File: src/hdl/monitor_irq_regs.vh
// holds register offsets, field positions, reset values and timing counts
// assumes inclusion by the single monitor interrupt design file
`ifndef MONITOR_IRQ_REGS_VH
`define MONITOR_IRQ_REGS_VH
// register offsets
`define ADDR_STATUS_ONE 8'h10
`define ADDR_STATUS_TWO 8'h11
`define ADDR_MASK_ONE 8'h12
`define ADDR_HOT_LIMIT 8'h1E
// reset values
`define RST_BYTE 8'h00
// first status register fields
`define S1_SECOND_FAN_STALL_FLAG 0
`define S1_FIRST_FAN_STALL_FLAG 1
`define S1_LIMIT_LO 2
`define S1_LIMIT_HI 6
`define S1_SUMMARY 7
// second status register fields
`define S2_OVT 0
`define S2_HOT 1
`define S2_FAULT_LO 2
`define S2_FAULT_HI 5
// number of compared channels
`define LIMIT_CHANNELS 5
`define CRIT_CHANNELS 4
// assertion timer resolution
`define HOT_TICK_NS 22760000
`define CLK_PERIOD_NS 10
`define HOT_TICK_CYCLES (`HOT_TICK_NS / `CLK_PERIOD_NS)
`endif

File: src/hdl/monitor_interrupt_status_mask.v
// holds the interrupt status, mask and alert logic of the monitor
// assumes a serial bus front end giving one-cycle read and write strobes,
// never both in the same cycle
// and measurement logic supplying readings, limits and fault levels
`timescale 1ns/1ps
`include "monitor_irq_regs.vh"

// Functional notes
// - status one bit 0 flags second fan slow, bit 1 first fan slow
// - a fan flag never sets while that fan's drive output is off
// - status one bit 2 flags on-chip temperature out of limits
// - status one bit 3 flags first remote diode out of limits
// - bits 4,5,6 flag supply, analog two, analog one out of limits
// - read clears an out-of-limit flag only when its fault has gone
// - status one bit 7 is the OR of all status two bits
// - status two bit 0 sets when any temperature exceeds its critical limit, if that limit is nonzero
// - overtemp flag clears itself below critical limit minus hysteresis
// - status two bit 1 sets when hot assertion time exceeds limit 0x1E
// - status two bits 2,3 flag faults on diode one and two inputs
// - status two bits 4,5 flag faults on thermistor one and two
// - status two bits 6 and 7 read as zero
// - set mask bits 0 to 6 keep matching status one events off alert
// - mask bit 7 keeps the summary event off alert
// - both status registers and mask one reset to zero
// - out of limit means above high limit or at or below low limit
// - hot flag sets at once on assertion when limit is zero
module monitor_interrupt_status_mask #(
    parameter HOT_TICK = `HOT_TICK_CYCLES
) (
    input wire mclk,
    input wire sys_rst,
    input wire [7:0] reg_addr,
    input wire reg_wr,
    input wire reg_rd,
    input wire [7:0] reg_wdata,
    output reg [7:0] reg_rdata,
    input wire [1:0] fan_slow,
    input wire [7:0] first_fan_drive_output,
    input wire [7:0] second_fan_drive_output,
    input wire [39:0] limit_reading,
    input wire [39:0] limit_low,
    input wire [39:0] limit_high,
    input wire [31:0] crit_reading,
    input wire [31:0] crit_limit,
    input wire [7:0] overtemp_hysteresis,
    input wire hot_monitor_enable,
    input wire processor_hot_input,
    input wire [3:0] sensor_fault,
    output reg alert_n
);

    // ************************************************
    // status and mask storage
    // ************************************************
    reg [6:2] status_one_low;
    reg second_fan_stall_flag;
    reg first_fan_stall_flag;
    reg critical_overtemp_flag;
    reg processor_hot_flag;
    reg [3:0] fault_flags;
    reg [7:0] event_mask_one;
    reg [7:0] hot_limit;
    reg [21:0] tick_count;
    reg [7:0] hot_time;
    reg hot_prev;

    wire [4:0] limit_hit;
    wire [3:0] crit_over;
    wire [3:0] crit_below;
    wire [7:0] event_status_one;
    wire [7:0] event_status_two;
    wire rd_one;
    wire rd_two;
    wire second_fan_stall_flag_event;
    wire first_fan_stall_flag_event;
    wire hot_event;
    wire tick_done;
    wire summary_limit_flag;
    wire onchip_temp_limit_flag;
    wire remote_diode_one_limit_flag;
    wire diode_one_fault_flag;
    wire diode_two_fault_flag;
    wire thermistor_one_fault_flag;
    wire thermistor_two_fault_flag;
    wire [7:0] alert_terms;
    wire [6:2] next_limit_flags;
    wire next_second_fan_flag;
    wire next_first_fan_flag;
    wire next_hot_flag;
    wire [3:0] next_fault_flags;

    // ************************************************
    // limit comparators
    // ************************************************
    // one comparator per monitored channel
    genvar gi;
    generate
        for (gi = 0; gi < `LIMIT_CHANNELS; gi = gi + 1) begin : g_limit
            assign limit_hit[gi] = (limit_reading[gi*8 +: 8] > limit_high[gi*8 +: 8]) ||
                                   (limit_reading[gi*8 +: 8] <= limit_low[gi*8 +: 8]);
        end
    endgenerate

    // critical compare with hysteresis, zero limit disables channel
    generate
        for (gi = 0; gi < `CRIT_CHANNELS; gi = gi + 1) begin : g_crit
            wire [7:0] lim;
            wire [8:0] low_edge;
            assign lim = crit_limit[gi*8 +: 8];
            assign low_edge = {1'b0, lim} - {1'b0, overtemp_hysteresis};
            assign crit_over[gi] = (lim != `RST_BYTE) && (crit_reading[gi*8 +: 8] > lim);
            assign crit_below[gi] = (lim == `RST_BYTE) || low_edge[8] ||
                                    ({1'b0, crit_reading[gi*8 +: 8]} < low_edge);
        end
    endgenerate

    // ************************************************
    // event conditions
    // ************************************************
    // fan events suppressed while the drive is off
    assign second_fan_stall_flag_event = fan_slow[1] && (second_fan_drive_output != `RST_BYTE);
    assign first_fan_stall_flag_event = fan_slow[0] && (first_fan_drive_output != `RST_BYTE);

    // read strobes decoded per status register
    assign rd_one = reg_rd && (reg_addr == `ADDR_STATUS_ONE);
    assign rd_two = reg_rd && (reg_addr == `ADDR_STATUS_TWO);

    // ************************************************
    // processor-hot event
    // ************************************************
    // timer tick wraps after HOT_TICK cycles
    assign tick_done = (tick_count == HOT_TICK - 1);

    // hot event: immediate on assertion with zero limit, else on overrun
    assign hot_event = hot_monitor_enable && processor_hot_input &&
                       (((hot_limit == `RST_BYTE) && !hot_prev) ||
                        (hot_time > hot_limit));

    // ************************************************
    // named flag views
    // ************************************************
    // named views of the flag bits
    assign onchip_temp_limit_flag = status_one_low[`S1_LIMIT_LO];
    assign remote_diode_one_limit_flag = status_one_low[`S1_LIMIT_LO + 1];
    assign diode_one_fault_flag = fault_flags[0];
    assign diode_two_fault_flag = fault_flags[1];
    assign thermistor_one_fault_flag = fault_flags[2];
    assign thermistor_two_fault_flag = fault_flags[3];

    // ************************************************
    // register images
    // ************************************************
    // upper two bits of status two tied low
    assign event_status_two = {2'b00, thermistor_two_fault_flag, thermistor_one_fault_flag,
                               diode_two_fault_flag, diode_one_fault_flag,
                               processor_hot_flag, critical_overtemp_flag};
    assign summary_limit_flag = |event_status_two;
    assign event_status_one = {summary_limit_flag, status_one_low[6:4],
                               remote_diode_one_limit_flag, onchip_temp_limit_flag,
                               first_fan_stall_flag, second_fan_stall_flag};

    // per-bit gating of status one onto alert
    assign alert_terms = event_status_one & ~event_mask_one;

    // ************************************************
    // flag next values
    // ************************************************
    // set term first: an event in the read cycle keeps its flag
    assign next_limit_flags = limit_hit | (status_one_low & {5{~rd_one}});
    assign next_second_fan_flag = second_fan_stall_flag_event | (second_fan_stall_flag & ~rd_one);
    assign next_first_fan_flag = first_fan_stall_flag_event | (first_fan_stall_flag & ~rd_one);
    // status two clears on its own read, overtemp excepted
    assign next_hot_flag = hot_event | (processor_hot_flag & ~rd_two);
    assign next_fault_flags = sensor_fault | (fault_flags & {4{~rd_two}});

    // ************************************************
    // first status register
    // ************************************************
    // out-of-limit flags: set wins, read clears only when fault gone
    always @(posedge mclk) begin
        if (sys_rst) begin
            status_one_low <= 5'h00;
            second_fan_stall_flag <= 1'b0;
            first_fan_stall_flag <= 1'b0;
        end else begin
            status_one_low <= next_limit_flags;
            second_fan_stall_flag <= next_second_fan_flag;
            first_fan_stall_flag <= next_first_fan_flag;
        end
    end

    // ************************************************
    // second status register
    // ************************************************
    // overtemp self-clears; other flags clear on read when cause gone
    always @(posedge mclk) begin
        if (sys_rst) begin
            critical_overtemp_flag <= 1'b0;
            processor_hot_flag <= 1'b0;
            fault_flags <= 4'h0;
        end else begin
            if (|crit_over) begin
                critical_overtemp_flag <= 1'b1;
            end else if (&crit_below) begin
                critical_overtemp_flag <= 1'b0;
            end
            processor_hot_flag <= next_hot_flag;
            fault_flags <= next_fault_flags;
        end
    end

    // ************************************************
    // assertion timer
    // ************************************************
    // counts assertion time in ticks, saturating, restarts on release
    // saturation keeps a very long assertion flagged
    always @(posedge mclk) begin
        if (sys_rst) begin
            tick_count <= 22'h00_0000;
            hot_time <= 8'h00;
            hot_prev <= 1'b0;
        end else begin
            hot_prev <= processor_hot_input;
            if (!processor_hot_input || !hot_monitor_enable) begin
                tick_count <= 22'h00_0000;
                hot_time <= 8'h00;
            end else if (tick_done) begin
                tick_count <= 22'h00_0000;
                if (hot_time != 8'hFF) begin
                    hot_time <= hot_time + 8'h01;
                end
            end else begin
                tick_count <= tick_count + 22'h00_0001;
            end
        end
    end

    // ************************************************
    // host access
    // ************************************************
    // mask and limit writable, status writes dropped
    always @(posedge mclk) begin
        if (sys_rst) begin
            event_mask_one <= `RST_BYTE;
            hot_limit <= `RST_BYTE;
        end else if (reg_wr) begin
            case (reg_addr)
                `ADDR_MASK_ONE: begin
                    event_mask_one <= reg_wdata;
                end
                `ADDR_HOT_LIMIT: begin
                    hot_limit <= reg_wdata;
                end
                default: begin
                    hot_limit <= hot_limit;
                end
            endcase
        end
    end

    // ************************************************
    // read data
    // ************************************************
    // registered read data, unmapped reads give zero
    always @(posedge mclk) begin
        if (sys_rst) begin
            reg_rdata <= `RST_BYTE;
        end else if (reg_rd) begin
            case (reg_addr)
                `ADDR_STATUS_ONE: begin
                    reg_rdata <= event_status_one;
                end
                `ADDR_STATUS_TWO: begin
                    reg_rdata <= event_status_two;
                end
                `ADDR_MASK_ONE: begin
                    reg_rdata <= event_mask_one;
                end
                `ADDR_HOT_LIMIT: begin
                    reg_rdata <= hot_limit;
                end
                default: begin
                    reg_rdata <= `RST_BYTE;
                end
            endcase
        end
    end

    // ************************************************
    // alert output
    // ************************************************
    // low while any unmasked event stands
    // status two reaches alert only through summary bit 7
    always @(posedge mclk) begin
        if (sys_rst) begin
            alert_n <= 1'b1;
        end else begin
            alert_n <= ~(|alert_terms);
        end
    end

endmodule // monitor_interrupt_status_mask

File: config.mk
export PLATFORM = sky130hd
export DESIGN_NAME = monitor_interrupt_status_mask
export DESIGN_NICKNAME = d
export VERILOG_FILES = /design/src/hdl/monitor_interrupt_status_mask.v
export VERILOG_INCLUDE_DIRS = /design/src /design/src/hdl
export SDC_FILE = /design/constraint.sdc
export NUM_CORES = 1
export LEC_CHECK = 0
export ABC_AREA = 1
export ABC_CLOCK_PERIOD_IN_PS = 2600
export BUFFER_PORTS_ARGS = -buffer_cell sky130_fd_sc_hd__clkbuf_2
export CAP_MARGIN = 10
export CORE_MARGIN = 3
export CORE_UTILIZATION = 25
export CTS_BUF_LIST = sky130_fd_sc_hd__clkbuf_8 sky130_fd_sc_hd__clkbuf_16
export DETAILED_ROUTE_END_ITERATION = 10
export GPL_TIMING_DRIVEN = 0
export HOLD_SLACK_MARGIN = 0.06
export PLACE_DENSITY = 0.54
export SKIP_CTS_REPAIR_TIMING = 1
export SYNTH_ARGS = -nofsm -noshare
export SYNTH_HDL_FRONTEND = slang
export SYNTH_SLANG_ARGS = --single-unit
File: constraint.sdc
create_clock -name mclk -period 2.6 [get_ports mclk]
set_input_delay 0 -clock mclk [delete_from_list [all_inputs] [get_ports mclk]]
set_output_delay 0 -clock mclk [all_outputs]
set_load 0.02 [all_outputs]
==> impl_metrics.tcl <==
set metrics [dict create \
    postPlaceCellArea_um2 9900 \
    setup_tns_ns 0 \
    fin_skew_ns 0.00598 \
    synthArstFlopShare_pct 0 \
    route.antenna.remaining_nets 0 \
    postSynthCellCount 1198 \
    io_pins 245 \
    power_frac_comb_pct 34.4 \
    setup_viol_count_final 0 \
    slew_headroom_pct 59.7 \
    dp_hpwl_um 21700 \
    outcome "finished clean" \
    ys_types 44 \
    numCtsBuffers 9 \
    maxSlewViolCount 0 \
    htreeDepth 3 \
    grt_start_max_net_pins 14 \
    drcViolationCount 0 \
    drt-initial-drc-count 371 \
    rsz0062_at_grt "no" \
    grt_overflow 0 \
    synth.cell_area_um2 8130 \
    area_delta_synth_final_pct 27.6 \
    hold_path_class "in -> reg" \
    yosys_warnings 0 \
    wire_per_inst_um 12.8 \
    clockBufferDepth 2 \
    fin_nets 1890 \
    min_period_ns 2.28 \
    cts_tree "built" \
    path_clk_slew_ns 0.06 \
    via_count 8454 \
    cp.arrival_ns 2.48 \
    via_per_inst 4.43 \
    worst_pin_slew_ns 0.599 \
    drive_above_1_share_pct 19.5 \
    peakVddDrop_mv 0.245 \
    power_density_nw_per_um2 355 \
    cp_max_fo 4 \
    final_core_util_pct 32.6 \
    portBuffers 244 \
    fp.dieArea_um2 34700 \
    worst_slack_ns 0.317 \
    initial_core_util_pct 25.6 \
    p_sw_mw 1.20 \
    clkPwrFrac_pct 36.0 \
    die_w_um 186 \
    clock_sinks 69 \
    core_region_area_um2 31800 \
    grt_first_pass_wirelength_um 40200 \
    syn_nets 1620 \
    timing.hold.ws_ns 0.0365 \
    cp.required_ns 2.80 \
    finalWeightedCongestion 0.859 \
    max_freq_ghz 0.438 \
    fin_area_um2 10400 \
    crit_type "in -> reg" \
    hold_viol_final 0 \
    rows 65 \
    pre_cts_ws_ns -0.139 \
    swShare_pct 32.5 \
    synth-edff-count 0 \
    fin_cells 1910 \
    first_pass_iters 5 \
    synth_seq_cells 69 \
    ys_seq_area_share_pct 17.0 \
    root_buffer "clkbuf_16" \
    avgSynthCellArea_um2 6.79 \
    die_height_um 186 \
    synth_ff_type "dfxtp_1" \
    drt_wl_total_um 24500 \
    worstSetupStartpointType "primary input" \
    cap_viol_max_count 0 \
    first_global_vias 8360 \
    placedCellCount 1877 \
    end_kind "flip-flop" \
    p_total_mw 3.69 \
    p_leak_nw 5.54 \
    seqPwrFrac_pct 29.6 \
    period_share_pct 87.8 \
    groute.usage.overall_pct 13.9 \
    p_int_mw 2.49 \
    clock_latency_ns 0.33 \
    antenna_found_initial 3 \
]
-- cell type report --
type / count / area, µm²
well taps: 435 / 544
flip-flops and latches: 69 / 1380
fillers: 3496 / 21400
repair buffers: 259 / 1370
clock inverters: 7 / 98.8
inverters: 249 / 935
diodes: 2 / 5.00
clock buffers: 9 / 225
plain buffers: 8 / 32.5
multi-input cells: 872 / 5780
-- worst paths after layout --
check                                 start                      to  slack [ns]  depth (start not counted)
setup / recovery     overtemp_hysteresis[0]  critical_overtemp_flag        0.32                         18
hold / removal    first_fan_drive_output[4]    first_fan_stall_flag        0.04                          3
setup reg to reg              tick_count[0]           tick_count[6]        0.60                          7
hold reg to reg               tick_count[0]           tick_count[0]        0.45                          1
-- layer usage --
layer	global-route usage, %	part of all wire (%)	wire, µm
met5	0	0.029	7
met4	3.55	1.8	452
met2	24.2	46	11300
met1	17.5	46	11300
met3	2.89	5.6	1360
-- power groups by stage --
| stage | clock network, mW | logic, mW | registers [mW] |
|---|---|---|---|
| final | 1.33 | 1.27 | 1.09 |
| after global routing | 1.40 | 1.50 | 1.09 |
| after CTS | 1.36 | 1.27 | 1.09 |
| after detailed placement | 0 | 1.26 | 1.12 |
| after global placement | 0 | 1.24 | 1.11 |
| after floorplan | 0 | 0.810 | 1.11 |
-- Yosys cell counts, drive strengths merged (5+ instances only) --
library cell | instances | area (µm²)
a21oi | 137 | 686
a31oi | 12 | 75.1
clkbuf | 6 | 22.5
dfxtp | 69 | 1380
ha | 182 | 2280
inv | 248 | 931
nand2 | 226 | 856
nand3 | 44 | 230
nand4 | 21 | 138
nor2 | 66 | 270
nor3 | 28 | 179
nor4 | 10 | 62.6
o211ai | 5 | 37.5
o21ai | 65 | 325
o22ai | 10 | 62.6
xnor2 | 13 | 114
xor2 | 15 | 131
-- kinds of logic (layout without fill, tap and decap cells) --
kind of cell    Yosys count  count (layout)  share of synthesized area, %
buf+inv                 257             532                          11.9
xor+xnor                 28              28                          3.02
flops                    69              69                          17.0
compound gates          251             251                          16.8
fa+ha+maj               186             186                          29.0
simple gates            407             407                          22.3
other cells               0               2                             0
-- cell usage in the layout (no fill, tap or decap), types with 3 or more instances in the layout --
cell type,n
a211oi_1,4
a21oi_1,137
a31oi_1,12
clkbuf_1,6
clkbuf_16,9
clkbuf_2,244
dfxtp_1,69
dlygate4sd3_1,15
fa_1,4
ha_1,182
inv_1,242
inv_2,6
nand2_1,223
nand2_2,3
nand3_1,42
nand3b_1,3
nand4_1,20
nor2_1,61
nor2_2,3
nor3_1,24
nor3_4,3
nor4_1,10
o211ai_1,5
o21a_1,4
o21ai_0,60
o21ai_1,5
o21bai_1,4
o22ai_1,10
o31ai_1,3
or2_2,4
xnor2_1,13
xor2_1,15
-- worst max-delay path, stage by stage --
cell	delay [ns]
clkbuf_2	0.16
ha_1	0.24
fa_1	0.41
o21ai_1	0.27
xnor2_1	0.16
ha_1	0.26
nand2_1	0.09
inv_1	0.04
nand2_1	0.06
nand3_1	0.11
nand2_1	0.08
nand2_1	0.04
nand2_1	0.05
nand2_1	0.05
nand2_1	0.14
nand2_1	0.08
o21ai_0	0.15
a21oi_1	0.08
-- flip-flops by register name (all words and copies together), names as in the netlist --
| name | count |
|---|---|
| alert_n | 1 |
| critical_overtemp_flag | 1 |
| event_mask_one | 8 |
| fault_flags | 4 |
| first_fan_stall_flag | 1 |
| hot_limit | 8 |
| hot_prev | 1 |
| hot_time | 8 |
| processor_hot_flag | 1 |
| reg_rdata | 8 |
| second_fan_stall_flag | 1 |
| status_one_low | 5 |
| tick_count | 22 |
Power figures use the tool's default switching activity.
